File: src/common/cko_pkg.sv
// cko_pkg: frame offsets, protocol codes and states of the checksum offload
// assumes frames start at the ethernet destination address, no fcs attached
package cko_pkg;
	// ----------------------------------------------------------------
	// frame layout, byte offsets from the first ethernet byte
	// ----------------------------------------------------------------
	localparam logic [15:0] ETYPE_OFS    = 16'h000C; // ethertype high byte
	localparam logic [15:0] ETYPE_IPV4   = 16'h0800;
	localparam logic [15:0] ETYPE_IPV6   = 16'h86DD;
	localparam logic [15:0] IP_OFS       = 16'h000E; // first ip header byte
	localparam logic [15:0] V4_TLEN_OFS  = 16'h0010; // total length
	localparam logic [15:0] V4_PROTO_OFS = 16'h0017; // protocol
	localparam logic [15:0] V4_HCS_OFS   = 16'h0018; // header checksum
	localparam logic [15:0] V4_ADDR_OFS  = 16'h001A; // source address
	localparam logic [15:0] V4_ADDR_END  = 16'h0022; // past dest address
	localparam logic [15:0] V6_PLEN_OFS  = 16'h0012; // payload length
	localparam logic [15:0] V6_NH_OFS    = 16'h0014; // next header
	localparam logic [15:0] V6_ADDR_OFS  = 16'h0016; // source address
	localparam logic [15:0] V6_ADDR_END  = 16'h0036; // past dest address
	localparam logic [15:0] V6_BASE_LEN  = 16'h0028; // fixed base header
	localparam logic [15:0] EXT_FIXED    = 16'h0008; // added to every ext
	localparam int          AH_UNIT_SH   = 2;        // ah length unit 4
	localparam int          EXT_UNIT_SH  = 3;        // other ext unit 8
	localparam logic [15:0] MIN_FRAME    = 16'h003C; // padded frame size

	// ----------------------------------------------------------------
	// protocol and next-header codes
	// ----------------------------------------------------------------
	localparam logic [7:0] NH_HOPOPT = 8'h00;
	localparam logic [7:0] NH_ROUTE  = 8'h2B;
	localparam logic [7:0] NH_FRAG   = 8'h2C;
	localparam logic [7:0] NH_DSTOPT = 8'h3C;
	localparam logic [7:0] NH_AUTH   = 8'h33;
	localparam logic [7:0] NH_TCP    = 8'h06;
	localparam logic [7:0] NH_UDP    = 8'h11;
	localparam logic [7:0] NH_ICMP   = 8'h01;
	localparam logic [7:0] NH_ICMP6  = 8'h3A;
	localparam logic [7:0] NH_NONE   = 8'hFF; // reserved, marks unknown

	// checksum field offset inside the transport header
	localparam logic [15:0] CS_TCP  = 16'h0010;
	localparam logic [15:0] CS_UDP  = 16'h0006;
	localparam logic [15:0] CS_ICMP = 16'h0002;

	// frame engine states
	typedef enum logic [1:0] {
		ST_RUN  = 2'b00,
		ST_FOLD = 2'b01,
		ST_EMIT = 2'b11
	} cko_state_t;
endpackage

File: src/core/cko_offload.sv
// cko_offload: ip checksum offload engine with its byte fifo
// assumes one clock, byte stream with last flag, frames begin at ethernet
`timescale 1ns/100ps
`default_nettype none

// ----------------------------------------------------------------
// small fifo, flip-flop storage
// ----------------------------------------------------------------
module cko_fifo #(
	parameter int WIDTH = 9,
	parameter int DEPTH = 4
) (
	input  wire logic             clk_sys, // system clock
	input  wire logic             rst,     // sync reset
	input  wire logic [WIDTH-1:0] s_data,  // write data
	input  wire logic             s_valid, // write request
	output logic                  s_ready, // room left
	output logic      [WIDTH-1:0] m_data,  // head word
	output logic                  m_valid, // not empty
	input  wire logic             m_ready  // head taken
);
	localparam int AW = (DEPTH > 1) ? $clog2(DEPTH) : 1;

	logic [WIDTH-1:0] mem_r [DEPTH];
	logic [AW-1:0]    wr_r;
	logic [AW-1:0]    rd_r;
	logic [AW:0]      cnt_r;
	logic             push;
	logic             pop;

	// honest flags from the fill count
	assign s_ready = (cnt_r != (AW+1)'(DEPTH));
	assign m_valid = (cnt_r != '0);
	assign m_data  = mem_r[rd_r];
	assign push    = s_valid & s_ready;
	assign pop     = m_valid & m_ready;

	// storage write
	always_ff @(posedge clk_sys) begin
		if (push) begin
			mem_r[wr_r] <= s_data;
		end
	end

	// pointers and fill count
	always_ff @(posedge clk_sys) begin
		if (rst) begin
			wr_r  <= '0;
			rd_r  <= '0;
			cnt_r <= '0;
		end else begin
			if (push) begin
				wr_r <= (wr_r == AW'(DEPTH-1)) ? '0 : wr_r + 1'b1;
			end
			if (pop) begin
				rd_r <= (rd_r == AW'(DEPTH-1)) ? '0 : rd_r + 1'b1;
			end
			if (push & ~pop) begin
				cnt_r <= cnt_r + 1'b1;
			end else if (pop & ~push) begin
				cnt_r <= cnt_r - 1'b1;
			end
		end
	end
endmodule

// ----------------------------------------------------------------
// offload engine
// ----------------------------------------------------------------
module cko_offload
	import cko_pkg::*;
#(
	parameter int FIFO_DEPTH = 4
) (
	input  wire logic       clk_sys,         // 125 MHz system clock
	input  wire logic       rst,             // sync reset, active high
	input  wire logic [7:0] in_data,         // frame byte in
	input  wire logic       in_valid,        // byte offered
	input  wire logic       in_last,         // last byte of frame
	output logic            in_ready,        // byte accepted
	input  wire logic       ctl_rx,          // frame is a received one
	input  wire logic       ctl_hdr_en,      // insert ipv4 header sum
	input  wire logic       ctl_pay_en,      // insert transport sum
	output logic      [7:0] out_data,        // frame byte out
	output logic            out_valid,       // byte offered
	output logic            out_last,        // last byte of frame
	input  wire logic       out_ready,       // byte taken
	output logic            patch_valid,     // write checksum pulse
	output logic     [15:0] patch_offset,    // byte offset of field
	output logic     [15:0] patch_value,     // value, high byte first
	output logic            rx_stat_valid,   // status word pulse
	output logic            rx_stat_checked, // transport was checked
	output logic            rx_stat_pay_err  // payload checksum error
);
	// ----------------------------------------------------------------
	// byte path through the fifo
	// ----------------------------------------------------------------
	cko_state_t  state_r;
	logic [8:0]  fifo_q;
	logic        fifo_valid;
	logic        run;
	logic        take;
	logic [7:0]  b;

	// output stalls while a frame result is being settled
	assign run       = (state_r == ST_RUN);
	assign out_valid = fifo_valid & run;
	assign out_data  = fifo_q[7:0];
	assign out_last  = fifo_q[8];
	assign take      = out_valid & out_ready;
	assign b         = fifo_q[7:0];

	cko_fifo #(
		.WIDTH (9),
		.DEPTH (FIFO_DEPTH)
	) u_fifo (
		.clk_sys (clk_sys),
		.rst     (rst),
		.s_data  ({in_last, in_data}),
		.s_valid (in_valid),
		.s_ready (in_ready),
		.m_data  (fifo_q),
		.m_valid (fifo_valid),
		.m_ready (out_ready & run)
	);

	// ones complement fold of a wide sum to 16 bits
	function automatic logic [15:0] fold16(input logic [31:0] a);
		logic [16:0] s;
		logic [16:0] t;
		s = {1'b0, a[15:0]} + {1'b0, a[31:16]};
		t = {1'b0, s[15:0]} + {16'h0000, s[16]};
		return t[15:0];
	endfunction

	// ----------------------------------------------------------------
	// frame sequencing
	// ----------------------------------------------------------------
	logic clr;
	assign clr = rst | (state_r == ST_EMIT);

	// run bytes, then fold, then emit results
	always_ff @(posedge clk_sys) begin
		if (rst) begin
			state_r <= ST_RUN;
		end else begin
			unique case (state_r)
				ST_RUN:  state_r <= (take & out_last) ? ST_FOLD : ST_RUN;
				ST_FOLD: state_r <= ST_EMIT;
				ST_EMIT: state_r <= ST_RUN;
				default: state_r <= ST_RUN;
			endcase
		end
	end

	// ----------------------------------------------------------------
	// header parsing
	// ----------------------------------------------------------------
	logic [15:0] pos_r;    // index of next byte, count at frame end
	logic        rx_r;
	logic        hdr_en_r;
	logic        pay_en_r;
	logic [7:0]  hi_r;     // high byte of a 16-bit field
	logic        v4_r;
	logic        v6_r;
	logic [15:0] nxt_at_r; // start of the next header
	logic [15:0] ip_end_r; // end of the ip datagram
	logic [7:0]  nh_r;     // type of the header at nxt_at_r
	logic [7:0]  nh_tmp_r;
	logic        ah_r;     // authentication header was seen
	logic        is_ext;
	logic        l4_ok;
	logic [15:0] cs_ofs;
	logic [15:0] cs_at;
	logic        pay_sup;
	logic        pseudo;

	assign is_ext = v6_r & ((nh_r == NH_HOPOPT) | (nh_r == NH_ROUTE) |
		(nh_r == NH_FRAG) | (nh_r == NH_DSTOPT) | (nh_r == NH_AUTH));
	assign l4_ok  = (v4_r | v6_r) & ~is_ext;

	// transport kind decides field place and pseudo-header
	always_comb begin
		cs_ofs  = CS_ICMP;
		pay_sup = 1'b0;
		pseudo  = 1'b0;
		if (l4_ok) begin
			if (nh_r == NH_TCP) begin
				cs_ofs  = CS_TCP;
				pay_sup = 1'b1;
				pseudo  = 1'b1;
			end else if (nh_r == NH_UDP) begin
				cs_ofs  = CS_UDP;
				pay_sup = 1'b1;
				pseudo  = 1'b1;
			end else if ((nh_r == NH_ICMP) & v4_r) begin
				pay_sup = 1'b1;
			end else if ((nh_r == NH_ICMP6) & v6_r) begin
				pay_sup = 1'b1;
				pseudo  = 1'b1;
			end
		end
	end
	assign cs_at = nxt_at_r + cs_ofs;

	// per-frame controls caught with the first byte
	always_ff @(posedge clk_sys) begin
		if (clr) begin
			pos_r    <= '0;
			rx_r     <= 1'b0;
			hdr_en_r <= 1'b0;
			pay_en_r <= 1'b0;
		end else if (take) begin
			pos_r <= pos_r + 16'h0001;
			if (pos_r == '0) begin
				rx_r     <= ctl_rx;
				hdr_en_r <= ctl_hdr_en;
				pay_en_r <= ctl_pay_en;
			end
		end
	end

	// ethertype, lengths and extension header walk
	always_ff @(posedge clk_sys) begin
		if (clr) begin
			hi_r     <= '0;
			v4_r     <= 1'b0;
			v6_r     <= 1'b0;
			nxt_at_r <= '0;
			ip_end_r <= '0;
			nh_r     <= NH_NONE;
			nh_tmp_r <= NH_NONE;
			ah_r     <= 1'b0;
		end else if (take) begin
			hi_r <= b;
			if (pos_r == ETYPE_OFS + 16'h0001) begin
				v4_r <= ({hi_r, b} == ETYPE_IPV4);
				v6_r <= ({hi_r, b} == ETYPE_IPV6);
				nxt_at_r <= IP_OFS + V6_BASE_LEN;
			end
			if (v4_r & (pos_r == IP_OFS)) begin
				nxt_at_r <= IP_OFS + {10'h000, b[3:0], 2'b00};
			end
			if (v4_r & (pos_r == V4_TLEN_OFS + 16'h0001)) begin
				ip_end_r <= IP_OFS + {hi_r, b};
			end
			if (v6_r & (pos_r == V6_PLEN_OFS + 16'h0001)) begin
				ip_end_r <= IP_OFS + V6_BASE_LEN + {hi_r, b};
			end
			if ((v4_r & (pos_r == V4_PROTO_OFS)) |
				(v6_r & (pos_r == V6_NH_OFS))) begin
				nh_r <= b;
			end
			if (is_ext & (pos_r == nxt_at_r)) begin
				nh_tmp_r <= b;
			end
			if (is_ext & (pos_r == nxt_at_r + 16'h0001)) begin
				nh_r <= nh_tmp_r;
				if (nh_r == NH_AUTH) begin
					ah_r     <= 1'b1;
					nxt_at_r <= nxt_at_r + EXT_FIXED +
						(16'(b) << AH_UNIT_SH);
				end else begin
					nxt_at_r <= nxt_at_r + EXT_FIXED +
						(16'(b) << EXT_UNIT_SH);
				end
			end
		end
	end

	// ----------------------------------------------------------------
	// running sums
	// ----------------------------------------------------------------
	logic [31:0] sum_r;  // transport bytes
	logic [31:0] psum_r; // addresses for the pseudo-header
	logic [31:0] hsum_r; // ipv4 header
	logic [31:0] word;
	logic        in_l4;
	logic        in_fld;
	logic        in_addr;
	logic        in_hdr;

	// even offsets are the high byte of a word
	assign word    = pos_r[0] ? {24'h000000, b} : {16'h0000, b, 8'h00};
	assign in_l4   = l4_ok & (pos_r >= nxt_at_r) & (pos_r < ip_end_r);
	assign in_fld  = (pos_r == cs_at) | (pos_r == cs_at + 16'h0001);
	assign in_addr = (v4_r & (pos_r >= V4_ADDR_OFS) &
		(pos_r < V4_ADDR_END)) | (v6_r & (pos_r >= V6_ADDR_OFS) &
		(pos_r < V6_ADDR_END));
	assign in_hdr  = v4_r & ((pos_r == IP_OFS) |
		((pos_r > IP_OFS) & (pos_r < nxt_at_r))) &
		(pos_r != V4_HCS_OFS) & (pos_r != V4_HCS_OFS + 16'h0001);

	// field counts as zero when sending, as itself when checking
	always_ff @(posedge clk_sys) begin
		if (clr) begin
			sum_r  <= '0;
			psum_r <= '0;
			hsum_r <= '0;
		end else if (take) begin
			if (in_l4 & (rx_r | ~in_fld)) begin
				sum_r <= sum_r + word;
			end
			if (in_addr) begin
				psum_r <= psum_r + word;
			end
			if (in_hdr) begin
				hsum_r <= hsum_r + word;
			end
		end
	end

	// ----------------------------------------------------------------
	// results
	// ----------------------------------------------------------------
	logic [15:0] l4_len;
	logic [31:0] ph;
	logic [15:0] pay_sum;
	logic [15:0] pay_val;
	logic        short;
	logic        long;
	logic        len_bad;

	assign l4_len  = ip_end_r - nxt_at_r;
	assign ph      = pseudo ? (psum_r + {24'h000000, nh_r} +
		{16'h0000, l4_len}) : 32'h00000000;
	assign pay_sum = fold16(sum_r + ph);
	// udp sends all ones for a zero result
	assign pay_val = ((~pay_sum == 16'h0000) & (nh_r == NH_UDP)) ?
		16'hFFFF : ~pay_sum;
	// frame ended before the declared datagram end
	assign short   = (pos_r < ip_end_r) | (nxt_at_r > ip_end_r);
	// extra bytes that cannot be ethernet padding
	assign long    = (pos_r > ip_end_r) & (pos_r > MIN_FRAME);
	assign len_bad = short | long;

	// header patch after fold, payload patch and status after emit
	always_ff @(posedge clk_sys) begin
		if (rst) begin
			patch_valid     <= 1'b0;
			patch_offset    <= '0;
			patch_value     <= '0;
			rx_stat_valid   <= 1'b0;
			rx_stat_checked <= 1'b0;
			rx_stat_pay_err <= 1'b0;
		end else begin
			patch_valid   <= 1'b0;
			rx_stat_valid <= 1'b0;
			if ((state_r == ST_FOLD) & ~rx_r & hdr_en_r & v4_r &
				(pos_r >= nxt_at_r)) begin
				patch_valid  <= 1'b1;
				patch_offset <= V4_HCS_OFS;
				patch_value  <= ~fold16(hsum_r);
			end
			if ((state_r == ST_EMIT) & ~rx_r & pay_en_r & pay_sup &
				~ah_r & (pos_r >= cs_at + 16'h0002)) begin
				patch_valid  <= 1'b1;
				patch_offset <= cs_at;
				patch_value  <= pay_val;
			end
			if ((state_r == ST_EMIT) & rx_r) begin
				rx_stat_valid   <= 1'b1;
				rx_stat_checked <= pay_sup;
				rx_stat_pay_err <= pay_sup &
					(len_bad | (pay_sum != 16'hFFFF));
			end
		end
	end
endmodule

`default_nettype wire

File: config.mk
export PLATFORM = sky130hd
export DESIGN_NAME = cko_offload
export DESIGN_NICKNAME = d
export VERILOG_FILES = /design/src/common/cko_pkg.sv /design/src/core/cko_offload.sv
export SDC_FILE = /design/constraint.sdc
export NUM_CORES = 1
export LEC_CHECK = 0
export BUFFER_PORTS_ARGS = -buffer_cell sky130_fd_sc_hd__buf_4
export CAP_MARGIN = 20
export CORE_AREA = 2 2 236 238
export CTS_BUF_LIST = sky130_fd_sc_hd__clkbuf_4 sky130_fd_sc_hd__clkbuf_8
export DETAILED_ROUTE_END_ITERATION = 10
export DIE_AREA = 0 0 238 240
export PLACE_DENSITY = 0.53
export SLEW_MARGIN = 20
export SYNTH_ARGS = -nofsm -noshare
export SYNTH_HDL_FRONTEND = slang
export SYNTH_SLANG_ARGS = --single-unit
export TNS_END_PERCENT = 10
File: constraint.sdc
create_clock -name clk_sys -period 10.4 [get_ports clk_sys]
set_input_delay 0.52 -clock clk_sys [delete_from_list [all_inputs] [get_ports clk_sys]]
set_output_delay 0.52 -clock clk_sys [all_outputs]
set_load 0.02 [all_outputs]
==> results of run 1 <==
[critical path, delay by kind of cell (launching register included)]
family                   cells  cell delay [ns]
AND/OR/NAND/NOR             18             3.38
AO/OA/AOI/OAI               15             3.37
adder cells (fa/ha/maj)      6             1.97
buffers and inverters        3             0.42
flip-flops                   1             0.31
XOR/XNOR                     2             0.27
[cell type report]
cell class / count / area (µm²) / share of cell area
multi-input cells: 2201 / 15700 / 0.643
clock inverters: 26 / 240 / 0.00986
flip-flops and latches: 256 / 5490 / 0.225
inverters: 112 / 420 / 0.0173
repair buffers: 104 / 781 / 0.0320
clock buffers: 69 / 881 / 0.0362
diodes: 1 / 2.50 / 0.000103
well taps: 704 / 881 / 0.0362
[per-stage QoR]
step | cell area, µm² | setup TNS [ns] | power (µW) | utilization | hold WS, ns
after global placement | 22900 | 0 | 2080 | 0.419 | 0.454
after CTS | 24100 | 0 | 3250 | 0.441 | 0.00579
after detailed placement | 22900 | 0 | 2100 | 0.419 | 0.459
after floorplan | 21700 | 0 | 1770 | - | 0.441
after global routing | 24400 | -0.0753 | 3390 | 0.446 | 0.0182
final | 24400 | 0 | 3210 | 0.446 | 0.0580
[routing by layer]
layer / track usage / share of wire
met1: 0.300 / 0.45
met2: 0.400 / 0.48
met3: 0.0287 / 0.040
met4: 0.0761 / 0.028
met5: 0 / 0
[Yosys cell counts (38+ instances only)]
cell type	instances	area (µm²)
o21a_1	38	285
a21oi_1	200	1000
clkbuf_1	80	300
nand3_1	70	350
a21o_1	57	428
xnor2_1	157	1380
inv_1	110	413
ha_1	239	2990
nand2_1	194	728
dfxtp_1	220	4400
nor2_1	343	1290
xor2_1	110	963
or3_1	38	238
o21ai_0	91	455
nor3_1	75	375
mux2i_1	46	460
[kinds of logic (layout without fill, tap and decap cells)]
kind of cell | Yosys count | after routing | share of synthesized area
xor gates and xnor gates | 270 | 270 | 0.111
other | 1 | 2 | 0.000173
muxes | 56 | 56 | 0.0311
AOI/OAI and AO/OA | 617 | 618 | 0.187
DFF | 256 | 256 | 0.253
buffers and inverters | 212 | 311 | 0.0375
and+or+nand+nor | 996 | 996 | 0.224
adders and majority gates | 260 | 260 | 0.157
[sequential cells by signal (all words and copies together) (netlist names), 2 cells and up, named ones only]
name,cells
u_fifo.wr_r,2
u_fifo.rd_r,2
hi_r,8
u_fifo.mem_r,36
ip_end_r,16
nh_tmp_r,8
hsum_r,32
sum_r,32
u_fifo.cnt_r,3
nxt_at_r,15
pos_r,16
patch_value,16
state_r,2
nh_r,8
patch_offset,16
psum_r,32
[worst paths after layout]
kind	slack, ns	to	cells after the start
worst max register to register	0.58	patch_value[3]$_SDFFE_PP0P_	44
worst max-delay path	0.58	patch_value[3]$_SDFFE_PP0P_	44
worst min register to register	0.47	nh_tmp_r[4]$_SDFFE_PP1P_	2
worst min-delay path	0.06	u_fifo.mem_r[0][0]$_DFFE_PP_	1
[power by group through the flow]
stage / Combinational, µW / Sequential, µW / Clock, µW
finish: 986 / 1090 / 1130
global route: 1080 / 1100 / 1210
CTS: 987 / 1090 / 1170
detailed placement: 983 / 1110 / 0
global placement: 966 / 1110 / 0
floorplan: 684 / 1090 / 0
[layout by cell type (no fill, tap or decap), types with 12 or more instances in the layout]
| cell | n |
|---|---|
| a211oi_1 | 35 |
| a21o_1 | 57 |
| a21oi_1 | 193 |
| a31oi_1 | 33 |
| and2_1 | 26 |
| and3_1 | 32 |
| buf_4 | 104 |
| clkbuf_8 | 58 |
| clkinv_2 | 12 |
| dfxtp_1 | 219 |
| edfxtp_1 | 36 |
| fa_1 | 20 |
| ha_1 | 232 |
| inv_1 | 110 |
| mux2i_1 | 46 |
| nand2_1 | 192 |
| nand2b_1 | 32 |
| nand3_1 | 69 |
| nand4_1 | 35 |
| nor2_1 | 342 |
| nor2b_1 | 29 |
| nor3_1 | 74 |
| nor4_1 | 34 |
| o211ai_1 | 25 |
| o21a_1 | 38 |
| o21ai_0 | 86 |
| o21bai_1 | 15 |
| or2_2 | 22 |
| or3_1 | 35 |
| xnor2_1 | 157 |
| xor2_1 | 109 |
[repair_timing]
action / 4_1_cts / 5_1_grt
resized for setup: 10 / 41
buffers inserted: 2 / 7
pin swaps: 6 / 25
setup endpoints to repair: 4 / 17
cloned: 1 / 0
==> impl_metrics.tcl, run 1 <==
set metrics [dict create \
    endpoint_kind "flip-flop" \
    synth-seq-area-share 0.253 \
    final.fill_count 5505 \
    status "complete, no violations" \
    comb_power_share 0.307 \
    internal_power_uw 2030 \
    grt_max_degree 63 \
    hold_path_class "in2reg" \
    num_rows 86 \
    cts_made_buffers 51 \
    synthCells 2668 \
    synth_edf_count 36 \
    worst_pin_slew_ns 1.04 \
    gr-total-overflow 0 \
    avgSynthCellArea_um2 8.13 \
    power_frac_seq 0.340 \
    grt_pass1_wl_mm 105 \
    initial_core_util 0.397 \
    start_kind "flip-flop" \
    fin_crit_sh 0.944 \
    cp-startpoint "nxt_at_r[1]$_SDFFE_PP0P_" \
    dieWidth_um 238 \
    synth_flop_cell "dfxtp_1" \
    place_ws_ns 0.0301 \
    clock_path_buffers 3 \
    netlist_area_um2 21700 \
    grt_pass1_vias 18903 \
    switching_share 0.367 \
    p_switching_uw 1180 \
    setup_viol 0 \
    max_slew_margin 0.305 \
    setup_slack_ns 0.583 \
    crit_fanout 8 \
    grtUsageTotal 0.232 \
    vias 19645 \
    dr.pass1.iters 7 \
    area_growth_pct 12.4 \
    power_density_nw_per_um2 132 \
    clk_pin_slew_ns 0.06 \
    cts-root-buf "clkbuf_8" \
    layout-drive-gt1-share 0.109 \
    layout_min_cycle_time_ns 9.82 \
    vdd_drop_max_v 0.000136 \
    hold_viol_final 0 \
    slowest_stage "or4_1" \
    die-area_um2 57100 \
    reg2reg_from "nxt_at_r[1]$_SDFFE_PP0P_" \
    synth_cell_type_count 86 \
    min-delay-start "in_data[0]" \
    die_h_um 240 \
    power_frac_clock 0.353 \
    power.leakage_uw 0.0103 \
    cts_tree "yes" \
    async_flop_share 0 \
    numPortBuffers 62 \
    drv_cap 0 \
    skew_ns 0.0351 \
    synth_nets 2943 \
    gp_congestion 0.912 \
    clkLatencyLatePin_ns 0.66 \
    hold_buffers 0 \
    post-place-cells 3367 \
    slew_viol_final 0 \
    drc 0 \
    ys.warnings.count 0 \
    fin_cells 3473 \
    wl_per_cell_um 19.3 \
    ys_ff_latch 256 \
    initialDrtViolationCount 1042 \
    arrival_ns 10.38 \
    antenna_found_initial 1 \
    path_class "reg2reg" \
    dp.final_hpwl_mm 51.2 \
    critical_path.max_stage_delay_ns 0.49 \
    drt-vias-per-instance 5.66 \
    fin_nets 3001 \
    ant_nets 0 \
    cts_num_sinks 256 \
    ioPinCount 63 \
    cts_max_level 2 \
    clock.fmax_mhz 102 \
    fp.coreArea_um2 54700 \
    drt_wl_total_mm 66.9 \
    critical_path_required_ns 10.96 \
]
No activity file was read; power rests on OpenSTA's default activity.
==> run 2: changes to the inputs <==
--- a/config.mk
+++ b/config.mk
@@ -7,11 +7,11 @@
 export LEC_CHECK = 0
 export BUFFER_PORTS_ARGS = -buffer_cell sky130_fd_sc_hd__buf_4
 export CAP_MARGIN = 20
-export CORE_AREA = 2 2 236 238
+export CORE_AREA = 2 2 223 225
 export CTS_BUF_LIST = sky130_fd_sc_hd__clkbuf_4 sky130_fd_sc_hd__clkbuf_8
 export DETAILED_ROUTE_END_ITERATION = 10
-export DIE_AREA = 0 0 238 240
-export PLACE_DENSITY = 0.53
+export DIE_AREA = 0 0 225 227
+export PLACE_DENSITY = 0.56
 export SLEW_MARGIN = 20
 export SYNTH_ARGS = -nofsm -noshare
 export SYNTH_HDL_FRONTEND = slang
==> constraint.sdc (replaced) <==
create_clock -name clk_sys -period 10.88 [get_ports clk_sys]
set_input_delay 0.544 -clock clk_sys [delete_from_list [all_inputs] [get_ports clk_sys]]
set_output_delay 0.544 -clock clk_sys [all_outputs]
set_load 0.02 [all_outputs]
==> run 2 against run 1 <==
Highest routed layer unchanged. Critical endpoint is now patch_value[6]$_SDFFE_PP0P_. Largest power group is now registers. Sequential cell count unchanged. Worst hold slack improved by 0.043 ns. Setup slack improved by 0.026 ns. Maximum frequency decreased by 4.4%. Count of clock-buffer cells in the layout increased by 3.
==> impl_metrics.tcl, run 2 (synthesis results as in run 1) <==
set metrics [dict create \
    fp.coreArea_um2 48500 \
    gp_congestion 0.948 \
    grtUsageTotal 0.254 \
    dieWidth_um 225 \
    fin_crit_sh 0.944 \
    skew_ns 0.0339 \
    cts-root-buf "clkbuf_8" \
    reg2reg_from "nxt_at_r[1]$_SDFFE_PP0P_" \
    num_rows 81 \
    final_cell_mix "nor2_1 (343), ha_1 (237), dfxtp_1 (218), a21oi_1 (197), nand2_1 (194)" \
    cp-startpoint "nxt_at_r[1]$_SDFFE_PP0P_" \
    r2r_cells 48 \
    tns_ns 0 \
    critical_path.max_stage_delay_ns 0.55 \
    drc 0 \
    layout_min_cycle_time_ns 10.27 \
    fin_nets 2982 \
    grt_pass1_vias 18706 \
    clock.fmax_mhz 97.4 \
    ioPinCount 63 \
    drv_cap 0 \
    cts_tree "yes" \
    power_density_nw_per_um2 126 \
    status "complete, no violations" \
    max_slew_margin 0.252 \
    hold_path_class "in2reg" \
    arrival_ns 10.83 \
    power.leakage_uw 0.0102 \
    setup_viol 0 \
    grt_max_degree 82 \
    endpoint_kind "flip-flop" \
    start_kind "flip-flop" \
    critical_path_required_ns 11.44 \
    cts_max_level 2 \
    post-place-cells 3270 \
    numPortBuffers 62 \
    final_common_cell "nor2_1" \
    cp-endpoint "patch_value[6]$_SDFFE_PP0P_" \
    slew_viol_final 0 \
    cts_num_sinks 256 \
    dr.pass1.iters 5 \
    vias 19611 \
    layout-drive-gt1-share 0.0973 \
    hold_buffers 0 \
    path_class "reg2reg" \
    crit_fanout 8 \
    r2r_slack_ns 0.61 \
    area_growth_pct 10.6 \
    slowest_stage "or4_4" \
    grt_pass1_wl_mm 103 \
    drt_wl_total_mm 65.4 \
    worst_pin_slew_ns 1.11 \
    initial_core_util 0.447 \
    gr-total-overflow 0 \
    fin_cells 3367 \
    largest_register_ffs 36 \
    antenna_found_initial 1 \
    hold_viol_final 0 \
    ant_nets 0 \
    cts_made_buffers 49 \
    wl_per_cell_um 19.4 \
    worstReg2RegEnd "patch_value[6]$_SDFFE_PP0P_" \
    top_register "u_fifo.mem_r" \
    clk_pin_slew_ns 0.06 \
    die-area_um2 51100 \
    drt-vias-per-instance 5.82 \
    clock_path_buffers 3 \
    initialDrtViolationCount 1187 \
    clkLatencyLatePin_ns 0.65 \
    antenna_cells 0 \
    die_h_um 227 \
    vdd_drop_max_v 0.000187 \
    dp.final_hpwl_mm 50.2 \
]
## run 2: critical path, delay by kind of cell, from the launching register on
kind	cells	cell delay, ns
AOI/OAI and AO/OA	21	4.34
and+or+nand+nor	14	2.67
adders and majority gates	7	2.15
xor gates and xnor gates	3	0.37
DFF	1	0.35
buffers and inverters	3	0.29
## run 2: power by group
group / switching, µW / internal (µW) / leakage, µW
clock: 448 / 603 / 0.000571
sequential: 57.4 / 999 / 0.00211
combinational: 589 / 336 / 0.00748
total: 1090 / 1940 / 0.0102
## run 2: layout make-up
cell class                      count  area (µm²)
Clock buffer                       72         897
Clock inverter                     17         175
Fill cell                        4709       24600
Inverter                          112         420
Multi-Input combinational cell   2201       15600
Sequential cell                   256        5490
Tap cell                          622         778
Timing Repair Buffer               87         653
## run 2: through the flow
| step | utilization | power, µW | area [µm²] | hold WS [ns] | worst slack [ns] |
|---|---|---|---|---|---|
| 2_1_floorplan | - | 1690 | 21700 | 0.441 | 1.06 |
| 3_3_place_gp | 0.468 | 1980 | 22700 | 0.456 | 0.352 |
| 3_5_place_dp | 0.468 | 2000 | 22700 | 0.461 | 0.132 |
| 4_1_cts | 0.490 | 3060 | 23800 | 0.0600 | 0.105 |
| 5_1_grt | 0.494 | 3200 | 24000 | 0.0756 | -0.0462 |
| 6_report | 0.494 | 3030 | 24000 | 0.101 | 0.610 |
## run 2: worst min path at each step
stage,startpoint,endpoint,cells past startpoint
after floorplan,nh_tmp_r[0]$_SDFFE_PP1P_,nh_tmp_r[0]$_SDFFE_PP1P_,2
after global placement,nh_tmp_r[2]$_SDFFE_PP1P_,nh_tmp_r[2]$_SDFFE_PP1P_,2
after detailed placement,nh_tmp_r[3]$_SDFFE_PP1P_,nh_tmp_r[3]$_SDFFE_PP1P_,2
after CTS,in_data[5],u_fifo.mem_r[3][5]$_DFFE_PP_,1
after global routing,in_data[2],u_fifo.mem_r[3][2]$_DFFE_PP_,1
final,in_data[5],u_fifo.mem_r[3][5]$_DFFE_PP_,1
## run 2: metal layers
metal,track usage,vias up,share of wire
li1,-,9711,-
met1,0.329,9393,0.46
met2,0.439,403,0.48
met3,0.0298,104,0.039
met4,0.0850,0,0.028
met5,0,-,0
## run 2: timing repair
item                       in CTS  in global routing
buffers inserted                0                  7
resized for setup               0                 31
hold endpoints to repair        0                  0
setup endpoints to repair       0                 17
==> run 3: changes to the inputs <==
--- a/config.mk
+++ b/config.mk
@@ -7,10 +7,11 @@
 export LEC_CHECK = 0
 export BUFFER_PORTS_ARGS = -buffer_cell sky130_fd_sc_hd__buf_4
 export CAP_MARGIN = 20
-export CORE_AREA = 2 2 223 225
+export CORE_AREA = 2 2 287 176
 export CTS_BUF_LIST = sky130_fd_sc_hd__clkbuf_4 sky130_fd_sc_hd__clkbuf_8
 export DETAILED_ROUTE_END_ITERATION = 10
-export DIE_AREA = 0 0 225 227
+export DIE_AREA = 0 0 289 178
+export MAX_ROUTING_LAYER = met4
 export PLACE_DENSITY = 0.56
 export SLEW_MARGIN = 20
 export SYNTH_ARGS = -nofsm -noshare
==> run 3 against run 2 <==
Combinational power increased by 2.7%. Worst hold slack improved by 0.045 ns. Clock power about the same. Count of clock-buffer cells in the layout decreased by 9. Sequential cell count unchanged. Sequential share of layout area decreased by 0.11 points. Core utilization about the same. Global-route usage increased by 2.2 points. Setup slack got worse by 0.0055 ns. First-iteration DRC count increased by 46%. Non-clock buffer count increased by 11. Power increased by 0.86%.
==> impl_metrics.tcl, run 3 (synthesis results as in run 1) <==
set metrics [dict create \
    fin_crit_sh 0.944 \
    final_cell_mix "nor2_1 (343), ha_1 (236), dfxtp_1 (219), a21oi_1 (196), nand2_1 (194)" \
    setup_viol 0 \
    dieWidth_um 289 \
    hold_path_class "in2reg" \
    final.fill_count 4758 \
    endpoint_kind "flip-flop" \
    dpl_cell_area_um2 22800 \
    cts_max_level 2 \
    critical_path_required_ns 11.42 \
    power_density_nw_per_um2 127 \
    cts-root-buf "clkbuf_8" \
    drt_wl_total_mm 69.8 \
    numPortBuffers 62 \
    holdWs_ns 0.146 \
    vdd_drop_max_v 0.000115 \
    antenna_cells 0 \
    hold_viol_final 0 \
    post-place-cells 3312 \
    largest_register_ffs 36 \
    seqCellArea_um2 5490 \
    path_class "reg2reg" \
    cts_made_buffers 46 \
    cts_num_sinks 256 \
    ioPinCount 63 \
    top_register "u_fifo.mem_r" \
    initial_core_util 0.445 \
    layout-drive-gt1-share 0.0997 \
    skew_ns 0.0398 \
    stdcell_area_um2 24100 \
    critPathMostFrequentCell "a21o_1" \
    start_kind "flip-flop" \
    cts_tree "yes" \
    max_slew_margin 0.259 \
    grt_pass1_wl_mm 107 \
    final_core_util 0.494 \
    dp.final_hpwl_mm 54.5 \
    gp_congestion 0.983 \
    vias 19962 \
    multiInputGateArea_um2 15600 \
    power.leakage_uw 0.0102 \
    clk_pin_slew_ns 0.07 \
    area_growth_pct 11.1 \
    initialDrtViolationCount 1730 \
    r2r_slack_ns 0.60 \
    grt_max_degree 67 \
    num_rows 63 \
    die_h_um 178 \
    drc 0 \
    clock_path_buffers 3 \
    arrival_ns 10.81 \
    clock.fmax_mhz 97.3 \
    clkLatencyLatePin_ns 0.62 \
    wl_per_cell_um 20.5 \
    fp.coreArea_um2 48700 \
    layout_min_cycle_time_ns 10.28 \
    gr-total-overflow 0 \
    fin_cells 3399 \
    grt_pass1_vias 18101 \
    drv_cap 0 \
    fin_nets 2990 \
    ant_nets 0 \
    drt-vias-per-instance 5.87 \
    antenna_found_initial 0 \
    worst_pin_slew_ns 1.10 \
    grtUsageTotal 0.276 \
    crit_fanout 8 \
    slew_viol_final 0 \
    die-area_um2 51400 \
    final_common_cell "nor2_1" \
    critical_path.max_stage_delay_ns 0.57 \
    slowest_stage "or4_4" \
    dr.pass1.iters 8 \
    status "complete, no violations" \
]
[run 3: area by class of cell]
class / count / area share
Multi-Input combinational cell: 2201 / 0.647
Sequential cell: 256 / 0.228
Clock inverter: 19 / 0.00966
Inverter: 112 / 0.0175
Clock buffer: 63 / 0.0339
Tap cell: 650 / 0.0338
Timing Repair Buffer: 98 / 0.0306
[run 3: worst paths after layout]
check,cells past startpoint,startpoint,to
setup / recovery,49,nxt_at_r[1]$_SDFFE_PP0P_,patch_value[4]$_SDFFE_PP0P_
hold / removal,1,in_data[4],u_fifo.mem_r[0][4]$_DFFE_PP_
hold reg to reg,2,patch_value[4]$_SDFFE_PP0P_,patch_value[4]$_SDFFE_PP0P_
setup reg to reg,49,nxt_at_r[1]$_SDFFE_PP0P_,patch_value[4]$_SDFFE_PP0P_
[run 3: what timing repair did]
action / CTS / global route
buffers inserted: 0 / 4
hold buffers: 0 / 0
endpoints found under the setup margin: 0 / 17
resized for setup: 0 / 36
[run 3: routing by layer]
metal / vias up / track usage / part of all wire
li1: 9746 / - / -
met1: 9414 / 0.451 / 0.54
met2: 729 / 0.341 / 0.36
met3: 73 / 0.0513 / 0.089
met4: 0 / 0.0415 / 0.011
met5: - / - / 0
[run 3: where the power goes]
part / total [µW] / switching [µW] / internal, µW
clock network: 1070 / 458 / 609
registers: 1040 / 43.2 / 999
logic: 950 / 608 / 343
[run 3: per-stage QoR]
step	TNS (ns)	setup slack [ns]	total power (µW)
final	0	0.604	3060
after global routing	-0.151	-0.0595	3220
after CTS	0	0.0760	3070
after detailed placement	0	0.125	1990
after global placement	0	0.234	1980
after floorplan	0	1.06	1690
[run 3: critical path, delay by kind of cell (launching register included)]
| kind | cells | cell delay (ns) |
|---|---|---|
| compound gates | 23 | 4.60 |
| xor+xnor | 3 | 0.35 |
| fa+ha+maj | 7 | 2.05 |
| buf+inv | 2 | 0.13 |
| flops | 1 | 0.37 |
| simple gates | 14 | 2.74 |
